<file path="src/hdl/spsc_pkg.sv">
// Package for the serial PLL synthesizer core: widths, divide table, serial word layout.
// Assumes a single 100 MHz system clock; all pins are sampled synchronously.
package spsc_pkg;
    localparam int          SPSC_WORD_W     = 16;
    localparam int          SPSC_N_W        = 14;
    localparam int          SPSC_R_W        = 14;
    localparam int          SPSC_SEL_W      = 3;
    // Serial word layout, first bit shifted in ends up at the top
    localparam int          SPSC_SW_A_POS   = 15;
    localparam int          SPSC_SW_B_POS   = 14;
    localparam int          SPSC_N_LSB      = 0;
    localparam logic [13:0] SPSC_N_RESET    = 14'h3fff;
    localparam logic [1:0]  SPSC_SW_RESET   = 2'h3;
    localparam logic [13:0] SPSC_N_ONE      = 14'h0001;
    localparam logic [13:0] SPSC_R_ONE      = 14'h0001;
    // Width of the coincidence pulse on both double-ended outputs, in clocks
    localparam int          SPSC_MIN_PULSE  = 1;
    // Counter is one bit wider than 8191 so the largest ratio divides exactly
    localparam logic [13:0] SPSC_R_DIV [8] = '{14'h0010, 14'h0200, 14'h0400, 14'h0800,
                                               14'h0e54, 14'h1000, 14'h1800, 14'h2000};
    typedef enum logic [1:0] {SPSC_PD_IDLE, SPSC_PD_UP, SPSC_PD_DOWN, SPSC_PD_BOTH} spsc_pd_t;
endpackage : spsc_pkg

</file>
<file path="src/hdl/spsc_core.sv">
// Serial-programmed single-modulus PLL synthesizer core: shift register, latches,
// reference and feedback dividers, phase detectors, lock indicator, switch outputs.
// Assumes ref/feedback/serial inputs are synchronous to clock_i and slower than it.
// Summary of operation
// - Reference divided by 16,512,1024,2048,3668,4096,6144 or 8192 per 3-bit select.
// - Each serial clock rising edge shifts the data bit into a 16-bit register.
// - Word holds a 14-bit feedback divide value and two band-switch bits only.
// - Strobe high makes latches transparent to divider value and switch outputs.
// - Strobe low holds latches so shifting does not disturb outputs.
// - Undriven strobe reads high via pull-up, latches transparent.
// - Single-ended output: low pulses when feedback leads, high when lags, else float.
// - Feedback leading or faster: feedback-side output pulses low, reference side high.
// - Feedback lagging or slower: reference-side output pulses low, feedback side high.
// - In lock both double-ended outputs high except brief simultaneous low pulse.
// - Lock indicator high while in lock, pulses low when out of lock.
// - Band-switch outputs are latched open-drain from serial bits one and two.
// - Latched 1 releases the switch output, latched 0 drives it low.
// - Buffered copy of the reference input is provided.
// - Serial port works with a standard SPI master driving clock and data.
`timescale 1ns/1ps
`default_nettype none
module spsc_core
    import spsc_pkg::*;
(
    input  wire logic clock_i,
    input  wire logic rstn_i,
    input  wire logic ref_osc_input_i,
    input  wire logic feedback_in_i,
    input  wire logic serial_clk_i,
    input  wire logic serial_data_i,
    input  wire logic latch_transfer_strobe_i,
    input  wire logic latch_transfer_strobe_driven_i,
    input  wire logic ref_select_bit0_i,
    input  wire logic ref_select_bit1_i,
    input  wire logic ref_select_bit2_i,
    output logic      buffered_reference_output_o,
    output logic      single_ended_phase_error_o,
    output logic      single_ended_phase_error_oe_o,
    output logic      phase_ref_n_o,
    output logic      phase_fb_n_o,
    output logic      lock_indicator_o,
    output logic      band_switch_a_o,
    output logic      band_switch_a_oe_o,
    output logic      band_switch_b_o,
    output logic      band_switch_b_oe_o,
    output logic      divided_reference_freq_o,
    output logic      divided_feedback_freq_o
);

    // Edge detection on the slow inputs
    logic                   ref_d;
    logic                   fb_d;
    logic                   sclk_d;
    logic                   ref_rise;
    logic                   fb_rise;
    logic                   sclk_rise;
    logic                   strobe_eff;

    logic [SPSC_WORD_W-1:0] shift_reg;
    logic [SPSC_WORD_W-1:0] next_shift_reg;
    logic [SPSC_N_W-1:0]    n_latch;
    logic [SPSC_N_W-1:0]    next_n_latch;
    logic [1:0]             sw_latch;
    logic [1:0]             next_sw_latch;

    logic [SPSC_R_W-1:0]    r_cnt;
    logic [SPSC_R_W-1:0]    next_r_cnt;
    logic [SPSC_N_W-1:0]    n_cnt;
    logic [SPSC_N_W-1:0]    next_n_cnt;
    logic                   fr_tick;
    logic                   fv_tick;
    logic                   fr_tgl;
    logic                   next_fr_tgl;
    logic                   fv_tgl;
    logic                   next_fv_tgl;

    spsc_pd_t               pd_state;
    spsc_pd_t               next_pd_state;
    logic                   pd_up;
    logic                   next_pd_up;
    logic                   pd_dn;
    logic                   next_pd_dn;
    logic                   ref_buf;

    function automatic logic [SPSC_R_W-1:0] r_ratio(input logic [SPSC_SEL_W-1:0] sel);
        r_ratio = SPSC_R_DIV[sel];
    endfunction : r_ratio

    // Floating strobe reads as pulled up
    assign strobe_eff = latch_transfer_strobe_i | ~latch_transfer_strobe_driven_i;
    assign ref_rise   = ref_osc_input_i & ~ref_d;
    assign fb_rise    = feedback_in_i & ~fb_d;
    assign sclk_rise  = serial_clk_i & ~sclk_d;
    assign fr_tick    = ref_rise && (r_cnt == SPSC_R_ONE);
    assign fv_tick    = fb_rise && (n_cnt <= SPSC_N_ONE);

    // Shift register and latches
    always_comb
    begin
        next_shift_reg = shift_reg;
        next_n_latch   = n_latch;
        next_sw_latch  = sw_latch;
        if (sclk_rise)
        begin
            next_shift_reg = {shift_reg[SPSC_WORD_W-2:0], serial_data_i};
        end
        if (strobe_eff)
        begin
            // Transparent: new serial bits reach the outputs the same clock they land
            next_n_latch  = next_shift_reg[SPSC_N_LSB +: SPSC_N_W];
            next_sw_latch = {next_shift_reg[SPSC_SW_B_POS], next_shift_reg[SPSC_SW_A_POS]};
        end // Held otherwise
    end

    // Dividers; reference runs free whatever the programming state
    always_comb
    begin
        next_r_cnt  = r_cnt;
        next_n_cnt  = n_cnt;
        next_fr_tgl = fr_tgl;
        next_fv_tgl = fv_tgl;
        if (ref_rise)
        begin
            if (r_cnt <= SPSC_R_ONE)
            begin
                next_r_cnt  = r_ratio({ref_select_bit2_i, ref_select_bit1_i, ref_select_bit0_i});
                next_fr_tgl = ~fr_tgl;
            end
            else
            begin
                next_r_cnt = r_cnt - SPSC_R_ONE;
            end
        end
        if (fb_rise)
        begin
            // Values below 3 are outside the host's range; no protection is added
            if (n_cnt <= SPSC_N_ONE)
            begin
                next_n_cnt  = n_latch;
                next_fv_tgl = ~fv_tgl;
            end
            else
            begin
                next_n_cnt = n_cnt - SPSC_N_ONE;
            end
        end
    end

    // Four-state phase-frequency detector; coincidence gives one clock on both
    always_comb
    begin
        next_pd_state = pd_state;
        next_pd_up    = 1'b0;
        next_pd_dn    = 1'b0;
        case (pd_state)
            SPSC_PD_IDLE:
            begin
                if (fr_tick && fv_tick)
                    next_pd_state = SPSC_PD_BOTH;
                else if (fr_tick)
                    next_pd_state = SPSC_PD_UP;
                else if (fv_tick)
                    next_pd_state = SPSC_PD_DOWN;
            end
            SPSC_PD_UP:
                if (fv_tick)
                    next_pd_state = SPSC_PD_BOTH;
            SPSC_PD_DOWN:
                if (fr_tick)
                    next_pd_state = SPSC_PD_BOTH;
            SPSC_PD_BOTH:
                next_pd_state = SPSC_PD_IDLE;
            default:
                next_pd_state = SPSC_PD_IDLE;
        endcase
        next_pd_up = (next_pd_state == SPSC_PD_UP);
        next_pd_dn = (next_pd_state == SPSC_PD_DOWN);
    end

    always_ff @(posedge clock_i or negedge rstn_i)
    begin
        if (!rstn_i)
        begin
            ref_d     <= 1'b0;
            fb_d      <= 1'b0;
            sclk_d    <= 1'b0;
            shift_reg <= '0;
            n_latch   <= SPSC_N_RESET;
            sw_latch  <= SPSC_SW_RESET;
            r_cnt     <= SPSC_R_ONE;
            n_cnt     <= SPSC_N_ONE;
            fr_tgl    <= 1'b0;
            fv_tgl    <= 1'b0;
            pd_state  <= SPSC_PD_IDLE;
            pd_up     <= 1'b0;
            pd_dn     <= 1'b0;
            ref_buf   <= 1'b0;
        end
        else
        begin
            ref_d     <= ref_osc_input_i;
            fb_d      <= feedback_in_i;
            sclk_d    <= serial_clk_i;
            shift_reg <= next_shift_reg;
            n_latch   <= next_n_latch;
            sw_latch  <= next_sw_latch;
            r_cnt     <= next_r_cnt;
            n_cnt     <= next_n_cnt;
            fr_tgl    <= next_fr_tgl;
            fv_tgl    <= next_fv_tgl;
            pd_state  <= next_pd_state;
            pd_up     <= next_pd_up;
            pd_dn     <= next_pd_dn;
            ref_buf   <= ref_osc_input_i;
        end
    end

    wire both_pulse = (pd_state == SPSC_PD_BOTH);

    assign buffered_reference_output_o   = ref_buf;
    assign phase_ref_n_o                 = ~(pd_up | both_pulse);
    assign phase_fb_n_o                  = ~(pd_dn | both_pulse);
    assign single_ended_phase_error_o    = pd_up;
    assign single_ended_phase_error_oe_o = pd_up | pd_dn;
    assign lock_indicator_o              = ~(pd_up | pd_dn);
    // Open drain: data always low, enable when latched bit is zero
    assign band_switch_a_o               = 1'b0;
    assign band_switch_b_o               = 1'b0;
    assign band_switch_a_oe_o            = ~sw_latch[0];
    assign band_switch_b_oe_o            = ~sw_latch[1];
    assign divided_reference_freq_o      = fr_tgl;
    assign divided_feedback_freq_o       = fv_tgl;
endmodule : spsc_core
`default_nettype wire

</file>
<file path="config.mk">
export PLATFORM = sky130hd
export DESIGN_NAME = spsc_core
export DESIGN_NICKNAME = d
export VERILOG_FILES = /design/src/hdl/spsc_pkg.sv /design/src/hdl/spsc_core.sv
export SDC_FILE = /design/constraint.sdc
export NUM_CORES = 1
export LEC_CHECK = 0
export BUFFER_PORTS_ARGS = -buffer_cell sky130_fd_sc_hd__buf_4
export CELL_PAD_IN_SITES_DETAIL_PLACEMENT = 1
export CELL_PAD_IN_SITES_GLOBAL_PLACEMENT = 1
export CORE_MARGIN = 5
export CORE_UTILIZATION = 48
export DETAILED_ROUTE_END_ITERATION = 7
export PLACE_DENSITY_LB_ADDON = 0.1
export SLEW_MARGIN = 20
export SYNTH_ARGS = -nofsm -noshare
export SYNTH_HDL_FRONTEND = slang
export SYNTH_SLANG_ARGS = --single-unit
export TNS_END_PERCENT = 20
</file>
<file path="constraint.sdc">
create_clock -name clock_i -period 3.1 [get_ports clock_i]
set_input_delay 0.62 -clock clock_i [delete_from_list [all_inputs] [get_ports clock_i]]
set_output_delay 0.62 -clock clock_i [all_outputs]
set_load 0.02 [all_outputs]
</file>
Word level (Yosys, flattened, before mapping). Memory sizes are Yosys's and may differ from the RTL's. Cells that the tools add are included.

Output and inout bits: 12. Input port bits: 11. Logic and storage cells: 61. Flip-flop bits (word level): 69. Memories kept: 1. Memory bits (read-only): 112.

Multiplexer cells: 11. Reductions and logical operators: 6. Bitwise gates (word level): 19. Add/subtract/negate cells: 2. $lt $le $gt $ge: 3. Equality and inequality tests: 6.

Memories: (name not given) (words 8, bits a word 14, read ports 1, clocked after Yosys merged registers in 0, wr ports 0, RTL line spsc_core.sv:86) `r_ratio = SPSC_R_DIV[sel];`.

Operators by type and width (count): $mux W14 (4); $le A14 B1 Y1 const B (2); $sub A14 B1 Y14 const B (2); $mux W16 (1); $eq A14 B1 Y1 const B (1); $not A1 Y1 (11); $mux W2 (5); $pmux W2 S4 (1); $eq A2 B2 Y1 const B (3); $eq A2 B1 Y1 const B (2); $ge A4 B4 Y1 const B (1); $not A3 Y4 (1); $or A1 B1 Y1 (4); $reduce_and A2 Y1 (2); $and A1 B1 Y1 (3); $logic_and A1 B1 Y1 (3); $logic_not A2 Y1 (1).

Logic depth before layout (Yosys ltp). Gate-level depths: netlist of run 1.

Depth in word-level cells: 8. Depth in mapped cells: 8. Mapped depth without buffers: 7.

Least setup slack after synthesis of run 1. OpenSTA, ideal clock, no wires.

Path kind: register to register. From: register n_cnt[4]. To: register n_cnt[3]. Setup time: 137 ps. Period minus slack after synthesis: 2317 ps. Stages on the path, launching flop included: 8. Path buffers: 2. Data required time: 2963 ps. Setup slack: 783 ps. Data arrival time: 2180 ps. Cells stage by stage: dfrtp_1 -> or4_1 -> or4_4 -> or3_1 -> buf_6 -> buf_8 -> o22ai_1 -> a2bb2oi_1.

Word-level cells in the longest chain between the ends: 2.

RTL lines: start: declaration (RTL line spsc_core.sv:68) `logic [SPSC_N_W-1:0] n_cnt;`; start signal: assignment (RTL line spsc_core.sv:208) `n_cnt <= next_n_cnt;`; $le A14 B1 Y1 (RTL line spsc_core.sv:137) `if (n_cnt <= SPSC_N_ONE)`; $mux W14 (RTL line spsc_core.sv:137).

Every way passes these cells. A chain may end at the register's enable or synchronous reset.

Worst setup path after layout of run 1.
From: register n_cnt[4]. To: register fv_tgl, in the netlist divided_feedback_freq_o.

Word-level cells in the longest chain between the ends: 2.

RTL lines: $le A14 B1 Y1 (RTL line spsc_core.sv:137); $reduce_and A2 Y1 (no source line); end signal: assignment (RTL line spsc_core.sv:210) `fv_tgl <= next_fv_tgl;`; end: declaration (RTL line spsc_core.sv:74) `logic fv_tgl;`.

Every way passes these cells.

==> results.env, run 1 <==
FRACTION_OF_FINAL_LAYOUT_CELLS_SIZED_BEYOND_DRIVE_STRENGTH_1=0.299
SYNTH-EDFF-COUNT=0
CTS-ROOT-TO-SINK-BUFFERS=2
END_KIND='register'
POST_SYNTHESIS_ASYNC_SET_OR_RESET_FLOP_SHARE=1.00
R2R_CELLS=5
SEQ_POWER_SHARE=0.543
SYNTHESIS.YOSYS.WARNINGS=0
OUTCOME='finished, final reports clean'
WORST_EP_ARRIVAL_TIME_PS=2980
CTS_HOLD_BUFFERS=0
FINAL_CYCLE_UTILIZATION_OF_THE_CRITICAL_PATH=0.870
FP.DIEW_UM=94.2
CTS-RESIZED-GATES=0
POWER.SWITCHING_uW=858
MOST_COMMON_CELL_AFTER_LAYOUT_FILL_AND_TAPS_ASIDE='sky130_fd_sc_hd__dfrtp_1'
TRITONCTS.NUM_BUFFERS=9
SYNTH.CELL_AREA_UM2=3400
WORSTSKEWPAIRLATENCY_PS=350
FINISH.NET_COUNT=349
TIGHTEST_SLEW_PS=864
WORSTREG2REGEND='divided_feedback_freq_o'
TIMING.CRITICAL_PATH.MAX_DELAY_FAMILY='simple AND/OR/NAND/NOR gates'
MULTI_INPUT_COMB_AREA_UM2=1510
LEADING_CELL_TYPES_IN_THE_LAYOUT_FILL_AND_TAPS_EXCLUDED='51 x sky130_fd_sc_hd__dfrtp_1, 32 x sky130_fd_sc_hd__mux2_2, 24 x sky130_fd_sc_hd__buf_4, 20 x sky130_fd_sc_hd__nand2_1, 18 x sky130_fd_sc_hd__dfstp_2'
GRT.OVERFLOW.TOTAL=0
VIAS_PER_CELL=5.70
SYNTHTOLAYOUTAREAGROWTH_PCT=11.4
TIMING_MAX_TRANSITION_VIOLATIONS_FINAL=0
P_CLK_FRAC=0.249
PLACED_CELLS_INCL_TAPS=415
TOTALWIRELENGTH_UM=7450
POWER_FRAC_COMB=0.208
GRT.TOTAL_USAGE=0.190
DETAIL-ROUTE-ANTENNA-NETS=0
CRITICAL_PATH.SLOWEST_CELL='sky130_fd_sc_hd__or3_1'
LARGEST_REGISTER_FFS=16
POWER.SHARE.SWITCHING=0.321
HTREE_NUM_LEVELS=3
DPL.HPWL_UM=5180
SYNTH_SEQ_CELLS=69
STATIC-LEAKAGE-POWER_uW=0.00162
CORE_AREA_UM2=6830
SYNTH.DISTINCT_CELLS=46
CELLINTERNALPOWER_uW=1810
REGTOREGSTARTPOINT='n_cnt[4]'
PLACEMENT_ROWS=30
GRT_MAX_DEGREE=70
GP_ROUTABILITY_CONGESTION=0.764
TRITONCTS='built'
CRIT_PATH_CELL_TRACE='or4_1 > or4_4 > or3_1 > nor2_1 > xor2_1'
REMAINING_DRC_ERRORS=0
YS.FLOP_TYPE='sky130_fd_sc_hd__dfrtp_1'
GRT_PASS1_WL_UM=13000
ROUTED_WIRE_LENGTH_PER_INSTANCE_UM=17.3
FIRST_GLOBAL_VIAS=2610
ANTENNA_CELLS=0
RRSETUPSLACK_PS=400
WORST-PATH-BUF-INV=0
FMAX_GHz=0.371
WORST_SETUP_HOLD_PATH_CLK_SLEW_PS=80
DIE_AREA_UM2=8880
START_UTIL=0.498
RSZ0062_AT_GRT='no'
DR.PASS1.ITERS=4
TIMING.SLEW.HEADROOM=0.424
SKEW_PS=18.1
TIMING_HOLD_VIOLATIONS_FINAL=0
DR.FIRST_ITER.DRC_COUNT=116
TNS_PS=0
POWER_PER_CELL_AREA_nW_PER_UM2=704
SYNTH.YOSYS.SEQ_AREA_SHARE=0.514
CLOCK_TREE.ROOT_CELL='sky130_fd_sc_hd__clkbuf_8'
NUMCLOCKSINKS=69
NFILLCELLS=765
ANTENNA_VIOLATIONS_BEFORE_REPAIR=0
ROUTE.VIAS.TOTAL=2455
GATE_COUNT_POST_SYNTH=310
FINALSETUPVIOLATIONS=0
WORSTSETUPPATHTYPE='reg -> reg'
DESIGN.PORTCOUNT=23
DIE_Y_UM=94.2
HOLD_CLASS='in -> async'
TIMING.CRITICAL_PATH.SLOWEST_CELL_DELAY_PS=650
TIMING.CRITICAL_PATH.REQUIRED_PS=3380
MAXCAPVIOLCOUNT=0
FINAL_CELLS=431
POST_SYNTH.CELL_AREA_AVG_UM2=11.0
START_KIND='register'
TIMING.CRITICAL_PATH.FANOUT_MAX=16
FINAL-SEQ-AREA_UM2=1750
PLACE.PORT_BUFFERS=20
FINAL_PERIOD_MINUS_WORST_SETUP_SLACK_PS=2700
POWER.IR.VDD_WORST_mV=0.330
POST_CTS_BUFFERS=0
-- metrics by stage --
step | util | cell area, um2 | hold slack (ps) | worst slack [ps] | power (uW)
2_1_floorplan | - | 3410 | 324 | 783 | 1810
3_3_place_gp | 0.530 | 3620 | 463 | 497 | 1990
3_5_place_dp | 0.530 | 3620 | 467 | 392 | 2040
4_1_cts | 0.555 | 3790 | 355 | 397 | 2710
5_1_grt | 0.555 | 3790 | 350 | 252 | 2860
6_report | 0.555 | 3790 | 374 | 403 | 2670
-- cell usage after synthesis, types with 2 or more instances --
master                      count  area share
sky130_fd_sc_hd__or4_1          6       0.013
sky130_fd_sc_hd__dfstp_2       18        0.14
sky130_fd_sc_hd__a2bb2oi_1      5       0.013
sky130_fd_sc_hd__o22a_1         3      0.0077
sky130_fd_sc_hd__dfrtp_1       51        0.37
sky130_fd_sc_hd__o31ai_1        3      0.0066
sky130_fd_sc_hd__a21oi_2        4       0.010
sky130_fd_sc_hd__or2_2          4      0.0073
sky130_fd_sc_hd__buf_4          2      0.0044
sky130_fd_sc_hd__buf_2          2      0.0029
sky130_fd_sc_hd__and3_1         2      0.0037
sky130_fd_sc_hd__a31oi_1        4      0.0073
sky130_fd_sc_hd__a21oi_1        9       0.013
sky130_fd_sc_hd__or3_1         11       0.020
sky130_fd_sc_hd__o21a_1         5       0.011
sky130_fd_sc_hd__clkbuf_1       9      0.0099
sky130_fd_sc_hd__nand3_1        5      0.0073
sky130_fd_sc_hd__nand4_1        2      0.0037
sky130_fd_sc_hd__mux2i_1       10       0.029
sky130_fd_sc_hd__nand2b_1       4      0.0073
sky130_fd_sc_hd__inv_1         15       0.017
sky130_fd_sc_hd__nor2_1        16       0.018
sky130_fd_sc_hd__mux2_2        32        0.11
sky130_fd_sc_hd__nor3_1        10       0.015
sky130_fd_sc_hd__o21ai_0       17       0.025
sky130_fd_sc_hd__nor2b_1        4      0.0073
sky130_fd_sc_hd__nor4_1         3      0.0055
sky130_fd_sc_hd__o22ai_1        3      0.0055
sky130_fd_sc_hd__ha_1           8       0.029
sky130_fd_sc_hd__o311ai_0       2      0.0051
sky130_fd_sc_hd__a22oi_1        4      0.0088
sky130_fd_sc_hd__o41ai_1        4       0.010
sky130_fd_sc_hd__nand2_1       20       0.022
-- power by group through the flow --
stage	Sequential, uW	Clock [uW]	Combinational [uW]
finish	1450	665	556
global route	1490	736	635
CTS	1460	691	567
detailed placement	1470	0	563
global placement	1450	0	535
floorplan	1380	0	430
-- how the worst max path moves through the flow --
stage               cells past startpoint                      end  slack [ps]      from
finish                                  5  divided_feedback_freq_o         400  n_cnt[4]
global route                            5  divided_feedback_freq_o         250  n_cnt[4]
CTS                                     5  divided_feedback_freq_o         400  n_cnt[4]
detailed placement                      5  divided_feedback_freq_o         390  n_cnt[4]
global placement                        5  divided_feedback_freq_o         500  n_cnt[4]
floorplan                               7                 n_cnt[3]         780  n_cnt[4]
-- metal layers --
| metal | global-route usage | share of wire |
|---|---|---|
| met2 | 0.323 | 0.52 |
| met4 | 0.0927 | 0.026 |
| met1 | 0.228 | 0.43 |
| met3 | 0.0401 | 0.027 |
| met5 | 0 | 0 |
-- worst register-to-register path: stages, from the launching register on --
cell	delay, ps
sky130_fd_sc_hd__dfrtp_1	430
sky130_fd_sc_hd__or4_1	600
sky130_fd_sc_hd__or4_4	450
sky130_fd_sc_hd__or3_1	650
sky130_fd_sc_hd__nor2_1	330
sky130_fd_sc_hd__xor2_1	170
-- cell families after synthesis --
| group | synth area share |
|---|---|
| mux | 0.135 |
| fa+ha+maj | 0.0294 |
| buf+inv | 0.0426 |
| flops | 0.514 |
| xor+xnor | 0.00515 |
| simple gates | 0.141 |
| other cells | 0.00110 |
| compound gates | 0.132 |
-- cell type report --
type	instances	area share
clock buffer	9	0.0327
clock inverter	7	0.0132
inverter	15	0.0148
multi-input combinational	211	0.399
sequential	69	0.461
tap	96	0.0317
timing repair buffer	24	0.0475
Power figures use the tool's default switching activity.
==> run 2: changes to the inputs <==
SETUP_SLACK_MARGIN = 0.5   (was unset)
==> run 2 against run 1 <==
Worst hold slack better by 1.4 ps. Cell count did not move. Routed wire length increased by 0.43%. Largest cell class unchanged. Critical path depth unchanged. Setup slack improved by 180 ps. Clock-buffer cell count did not move. Clock skew barely moved.
==> results.env, run 2 (same netlist as run 1, synthesis figures left out) <==
WORST-PATH-BUF-INV=0
CRIT_PATH_CELL_TRACE='or4_1 > or4_1 > nor2_1 > mux2i_1 > o21ai_0'
FMAX_GHz=0.398
CTS_HOLD_BUFFERS=0
TIMING_HOLD_VIOLATIONS_FINAL=0
WORSTSKEWPAIRLATENCY_PS=350
WORST_SETUP_HOLD_PATH_CLK_SLEW_PS=80
DIE_Y_UM=94.2
SYNTHTOLAYOUTAREAGROWTH_PCT=11.8
PLACE.PORT_BUFFERS=20
TIMING_MAX_TRANSITION_VIOLATIONS_FINAL=0
WORST_EP_ARRIVAL_TIME_PS=2700
TRITONCTS='built'
NFILLCELLS=764
TIMING.CRITICAL_PATH.FANOUT_MAX=5
R2R_CELLS=5
VIAS_PER_CELL=5.71
TOTALWIRELENGTH_UM=7480
MOST_COMMON_CELL_AFTER_LAYOUT_FILL_AND_TAPS_ASIDE='sky130_fd_sc_hd__dfrtp_1'
DESIGN.PORTCOUNT=23
STATIC-LEAKAGE-POWER_uW=0.00162
GRT.OVERFLOW.TOTAL=0
GRT_MAX_DEGREE=70
CLOCK_TREE.ROOT_CELL='sky130_fd_sc_hd__clkbuf_8'
ROUTED_WIRE_LENGTH_PER_INSTANCE_UM=17.4
ANTENNA_VIOLATIONS_BEFORE_REPAIR=0
CTS-ROOT-TO-SINK-BUFFERS=2
TIGHTEST_SLEW_PS=858
START_KIND='register'
SKEW_PS=18.1
LEADING_CELL_TYPES_IN_THE_LAYOUT_FILL_AND_TAPS_EXCLUDED='51 x sky130_fd_sc_hd__dfrtp_1, 32 x sky130_fd_sc_hd__mux2_2, 24 x sky130_fd_sc_hd__buf_4, 20 x sky130_fd_sc_hd__nand2_1, 18 x sky130_fd_sc_hd__dfstp_2'
CRITICAL_PATH.SLOWEST_CELL='sky130_fd_sc_hd__or4_1'
LARGEST_REGISTER_FFS=16
DIE_AREA_UM2=8880
OUTCOME='finished, final reports clean'
POWER_PER_CELL_AREA_nW_PER_UM2=703
REMAINING_DRC_ERRORS=0
START_UTIL=0.498
CRITICAL_PATH_DEPTH=5
TRITONCTS.NUM_BUFFERS=9
PLACEMENT_ROWS=30
END_KIND='register'
TIMING.CRITICAL_PATH.MAX_DELAY_FAMILY='simple AND/OR/NAND/NOR gates'
GP_ROUTABILITY_CONGESTION=0.764
FP.DIEW_UM=94.2
POST-ROUTE-CELL-AREA_UM2=3800
RRSETUPSLACK_PS=590
TIMING.SLEW.HEADROOM=0.428
MULTI_INPUT_COMB_AREA_UM2=1530
TIMING.CRITICAL_PATH.SLOWEST_CELL_DELAY_PS=600
CORE_AREA_UM2=6830
FINAL-SEQ-AREA_UM2=1750
WORSTREG2REGEND='n_cnt[8]'
POWER.IR.VDD_WORST_mV=0.329
WORSTSETUPPATHTYPE='reg -> reg'
DETAIL-ROUTE-ANTENNA-NETS=0
CRIT_TOP_CELL='sky130_fd_sc_hd__or4_1'
ANTENNA_CELLS=0
RSZ0062_AT_GRT='no'
DR.PASS1.ITERS=4
HOLD_CLASS='in -> async'
HTREE_NUM_LEVELS=3
GRT.TOTAL_USAGE=0.190
FINALSETUPVIOLATIONS=0
ROUTE.VIAS.TOTAL=2460
FINAL_CYCLE_UTILIZATION_OF_THE_CRITICAL_PATH=0.811
FINISH.NET_COUNT=349
DR.FIRST_ITER.DRC_COUNT=100
FIRST_GLOBAL_VIAS=2610
TNS_PS=0
NUMCLOCKSINKS=69
PLACED_AREA_UM2=3620
TIMING.CRITICAL_PATH.REQUIRED_PS=3290
MAXCAPVIOLCOUNT=0
GRT_PASS1_WL_UM=13000
FRACTION_OF_FINAL_LAYOUT_CELLS_SIZED_BEYOND_DRIVE_STRENGTH_1=0.304
DPL.HPWL_UM=5180
FINAL_PERIOD_MINUS_WORST_SETUP_SLACK_PS=2510
REGTOREGSTARTPOINT='n_cnt[4]'
==> run 2: worst max-delay path by stage <==
stage / slack [ps] / to / start
2_1_floorplan: 780 / n_cnt[3] / n_cnt[4]
3_3_place_gp: 500 / divided_feedback_freq_o / n_cnt[4]
3_5_place_dp: 390 / divided_feedback_freq_o / n_cnt[4]
4_1_cts: 610 / n_cnt[12] / n_cnt[1]
5_1_grt: 510 / n_cnt[10] / n_cnt[4]
6_report: 590 / n_cnt[8] / n_cnt[4]
==> run 2: worst register-to-register path, cell delays in order, from the launching register on <==
cell and delay (ps):
sky130_fd_sc_hd__dfrtp_1 430, sky130_fd_sc_hd__or4_1 600, sky130_fd_sc_hd__or4_1 500, sky130_fd_sc_hd__nor2_1 500
sky130_fd_sc_hd__mux2i_1 250, sky130_fd_sc_hd__o21ai_0 90
==> run 2: power breakdown <==
part           internal (uW)  switching (uW)  total [uW]
clock                    293             373         666
combinational            287             270         557
sequential              1230             218        1450
==> run 2: cell type report <==
cell class              count  share of cell area
clock buffers               9              0.0326
clock inverters             7              0.0132
inverters                  15              0.0148
repair buffers             24              0.0474
multi-input cells         211               0.401
well taps                  96              0.0316
flip-flops and latches     69               0.460
==> run 2: per-layer routing <==
| metal | routed length [um] | share of wire | track usage |
|---|---|---|---|
| met4 | 191 | 0.026 | 0.0927 |
| met5 | 0 | 0 | 0 |
| met3 | 196 | 0.026 | 0.0401 |
| met1 | 3220 | 0.43 | 0.228 |
| met2 | 3880 | 0.52 | 0.323 |
==> run 2: repair_timing <==
action | in CTS | in global routing
setup buffers | 0 | 0
endpoints found under the hold margin | 0 | 0
setup endpoints to repair | 12 | 1
resized for setup | 2 | 1
pin swaps | 0 | 0
==> run 2: per-stage QoR <==
stage	instances	setup WS (ps)	utilization	total power, uW	hold WS (ps)
4_1_cts	431	611	0.556	2710	355
3_5_place_dp	415	392	0.530	2040	467
2_1_floorplan	311	783	-	1810	324
3_3_place_gp	415	497	0.530	1990	463
6_report	431	585	0.557	2680	375
5_1_grt	431	508	0.557	2860	350
==> run 3: changes to the inputs <==
clock period = 2.5 ns   (was 3.1 ns; I/O delays follow)
==> run 3 against run 2 <==
Via count up 1.0%. Flip-flop and latch count unchanged. Sequential share of layout area down 1.6 points. Register-to-register slack worse by 420 ps. Clock-buffer cell count up 5. Maximum frequency up 7.7%. Critical path type unchanged. Combinational power up 50%. Highest routed layer unchanged. Critical endpoint is now n_cnt[11].
==> results.env, run 3 (same netlist as run 1, synthesis figures left out) <==
OUTCOME='finished, final reports clean'
TRITONCTS.NUM_BUFFERS=9
GP_ROUTABILITY_CONGESTION=0.811
START_KIND='register'
FMAX_GHz=0.428
WORSTREG2REGEND='n_cnt[11]'
WORST_HOLD_STAGES=1
TIGHTEST_SLEW_PS=861
END_KIND='register'
FINAL_CYCLE_UTILIZATION_OF_THE_CRITICAL_PATH=0.934
WORST-PATH-BUF-INV=1
LARGEST_REGISTER_FFS=16
TRITONCTS='built'
GRT.TOTAL_USAGE=0.184
DETAIL-ROUTE-ANTENNA-NETS=0
ROUTE.VIAS.TOTAL=2485
LEADING_CELL_TYPES_IN_THE_LAYOUT_FILL_AND_TAPS_EXCLUDED='51 x sky130_fd_sc_hd__dfrtp_1, 35 x sky130_fd_sc_hd__buf_4, 32 x sky130_fd_sc_hd__mux2_2, 20 x sky130_fd_sc_hd__nand2_1, 18 x sky130_fd_sc_hd__dfstp_2'
ROUTED_WIRE_LENGTH_PER_INSTANCE_UM=17.1
NUMCLOCKSINKS=69
FINAL.SETUP.WORST_SLACK_PS=165
FIRST_GLOBAL_VIAS=2698
TIMING_HOLD_VIOLATIONS_FINAL=0
GRT.OVERFLOW.TOTAL=0
TOTALWIRELENGTH_UM=7600
CTS-ROOT-TO-SINK-BUFFERS=2
TIMING.CRITICAL_PATH.SLOWEST_CELL_DELAY_PS=550
FINALSETUPVIOLATIONS=0
STATIC-LEAKAGE-POWER_uW=0.00168
DR.FIRST_ITER.DRC_COUNT=75
FINISH.NET_COUNT=362
TIMING.CRITICAL_PATH.REQUIRED_PS=2680
START_UTIL=0.498
HOLD_SLACK_PS=275
MOST_COMMON_CELL_AFTER_LAYOUT_FILL_AND_TAPS_ASIDE='sky130_fd_sc_hd__dfrtp_1'
FINAL_CORE_UTILIZATION=0.577
HTREE_NUM_LEVELS=3
HOLD_CLASS='in -> reg'
GRT_PASS1_WL_UM=12800
ANTENNA_VIOLATIONS_BEFORE_REPAIR=0
SKEW_PS=6.16
TNS_PS=0
REMAINING_DRC_ERRORS=0
WORSTSKEWPAIRLATENCY_PS=340
PRE_CTS_SLACK_PS=85.4
MAXCAPVIOLCOUNT=0
POWER.IR.VDD_WORST_mV=0.354
CTS_HOLD_BUFFERS=0
FINAL_PERIOD_MINUS_WORST_SETUP_SLACK_PS=2340
CRITICAL_PATH.SLOWEST_CELL='sky130_fd_sc_hd__or4_4'
SYNTHTOLAYOUTAREAGROWTH_PCT=15.8
R2R_CELLS=6
POWER_PER_CELL_AREA_nW_PER_UM2=852
RRSETUPSLACK_PS=160
CLOCK_TREE.ROOT_CELL='sky130_fd_sc_hd__clkbuf_8'
WORST_EP_ARRIVAL_TIME_PS=2520
ANTENNA_CELLS=0
DR.PASS1.ITERS=4
DIE_Y_UM=94.2
RSZ0062_AT_GRT='yes'
DPL.HPWL_UM=5240
TIMING.SLEW.HEADROOM=0.426
HOLD-PATH-ENDPOINT='sclk_d'
CRIT_PATH_CELL_TRACE='or4_4 > or4_4 > or3_4 > buf_6 > mux2i_1 > o21ai_1'
HOLD_START='serial_clk_i'
DIE_AREA_UM2=8880
VIAS_PER_CELL=5.60
WORSTSETUPPATHTYPE='reg -> reg'
GRT_MAX_DEGREE=70
DESIGN.PORTCOUNT=23
FP.DIEW_UM=94.2
TIMING.CRITICAL_PATH.MAX_DELAY_FAMILY='simple AND/OR/NAND/NOR gates'
PLACEMENT_ROWS=30
CORE_AREA_UM2=6830
PLACE.PORT_BUFFERS=20
CRIT_TOP_CELL='sky130_fd_sc_hd__or4_4'
TIMING_MAX_TRANSITION_VIOLATIONS_FINAL=0
FRACTION_OF_FINAL_LAYOUT_CELLS_SIZED_BEYOND_DRIVE_STRENGTH_1=0.342
WORST_SETUP_HOLD_PATH_CLK_SLEW_PS=70
REGTOREGSTARTPOINT='n_cnt[4]'
TIMING.CRITICAL_PATH.FANOUT_MAX=6
[run 3: changes by cell type in the layout (fill, tap and decap cells not counted), moves of 2 or more]
cell / delta
sky130_fd_sc_hd__a2bb2oi_2: +2
sky130_fd_sc_hd__or4_4: +2
sky130_fd_sc_hd__or4_1: -2
sky130_fd_sc_hd__buf_4: +11
sky130_fd_sc_hd__o22ai_1: -2
sky130_fd_sc_hd__or3_1: -2
sky130_fd_sc_hd__a2bb2oi_1: -2
sky130_fd_sc_hd__o22ai_2: +2
sky130_fd_sc_hd__clkinv_4: -3
sky130_fd_sc_hd__or3_4: +2
sky130_fd_sc_hd__clkbuf_1: +5
[run 3: what timing repair did]
action,in CTS,in global routing
gates resized for setup,12,4
endpoints found under the setup margin,28,32
setup buffers,4,1
hold endpoints to repair,0,0
[run 3: per-layer routing]
layer	wire, um	track usage	share of wire
met5	0	0	0
met4	84	0.0650	0.011
met3	203	0.0296	0.027
met2	4020	0.336	0.53
met1	3290	0.215	0.43
[run 3: per-stage QoR]
| stage | cells | area, um2 | power (uW) |
|---|---|---|---|
| global placement | 423 | 3680 | 2490 |
| detailed placement | 423 | 3680 | 2530 |
| floorplan | 311 | 3410 | 2250 |
| finish | 444 | 3940 | 3360 |
| CTS | 443 | 3920 | 3360 |
| global route | 444 | 3940 | 3570 |
[run 3: worst max-delay path by stage]
stage,endpoint,from,depth (start not counted),slack (ps)
finish,n_cnt[11],n_cnt[4],6,160
global route,n_cnt[2],n_cnt[4],6,90
CTS,n_cnt[11],n_cnt[4],6,210
detailed placement,divided_feedback_freq_o,n_cnt[4],6,90
global placement,divided_feedback_freq_o,n_cnt[4],6,160
floorplan,n_cnt[3],n_cnt[4],7,200
[run 3: where the power goes]
| part | internal, uW | switching (uW) |
|---|---|---|
| clock | 359 | 392 |
| combinational | 433 | 405 |
| sequential | 1530 | 237 |
[run 3: area by class of cell]
cell class	count	area, um2
Sequential cell	69	1750
Multi-Input combinational cell	211	1570
Clock buffer	14	143
Timing Repair Buffer	37	294
Clock inverter	2	10.0
Tap cell	96	120
Fill cell	736	2890
Inverter	15	56.3
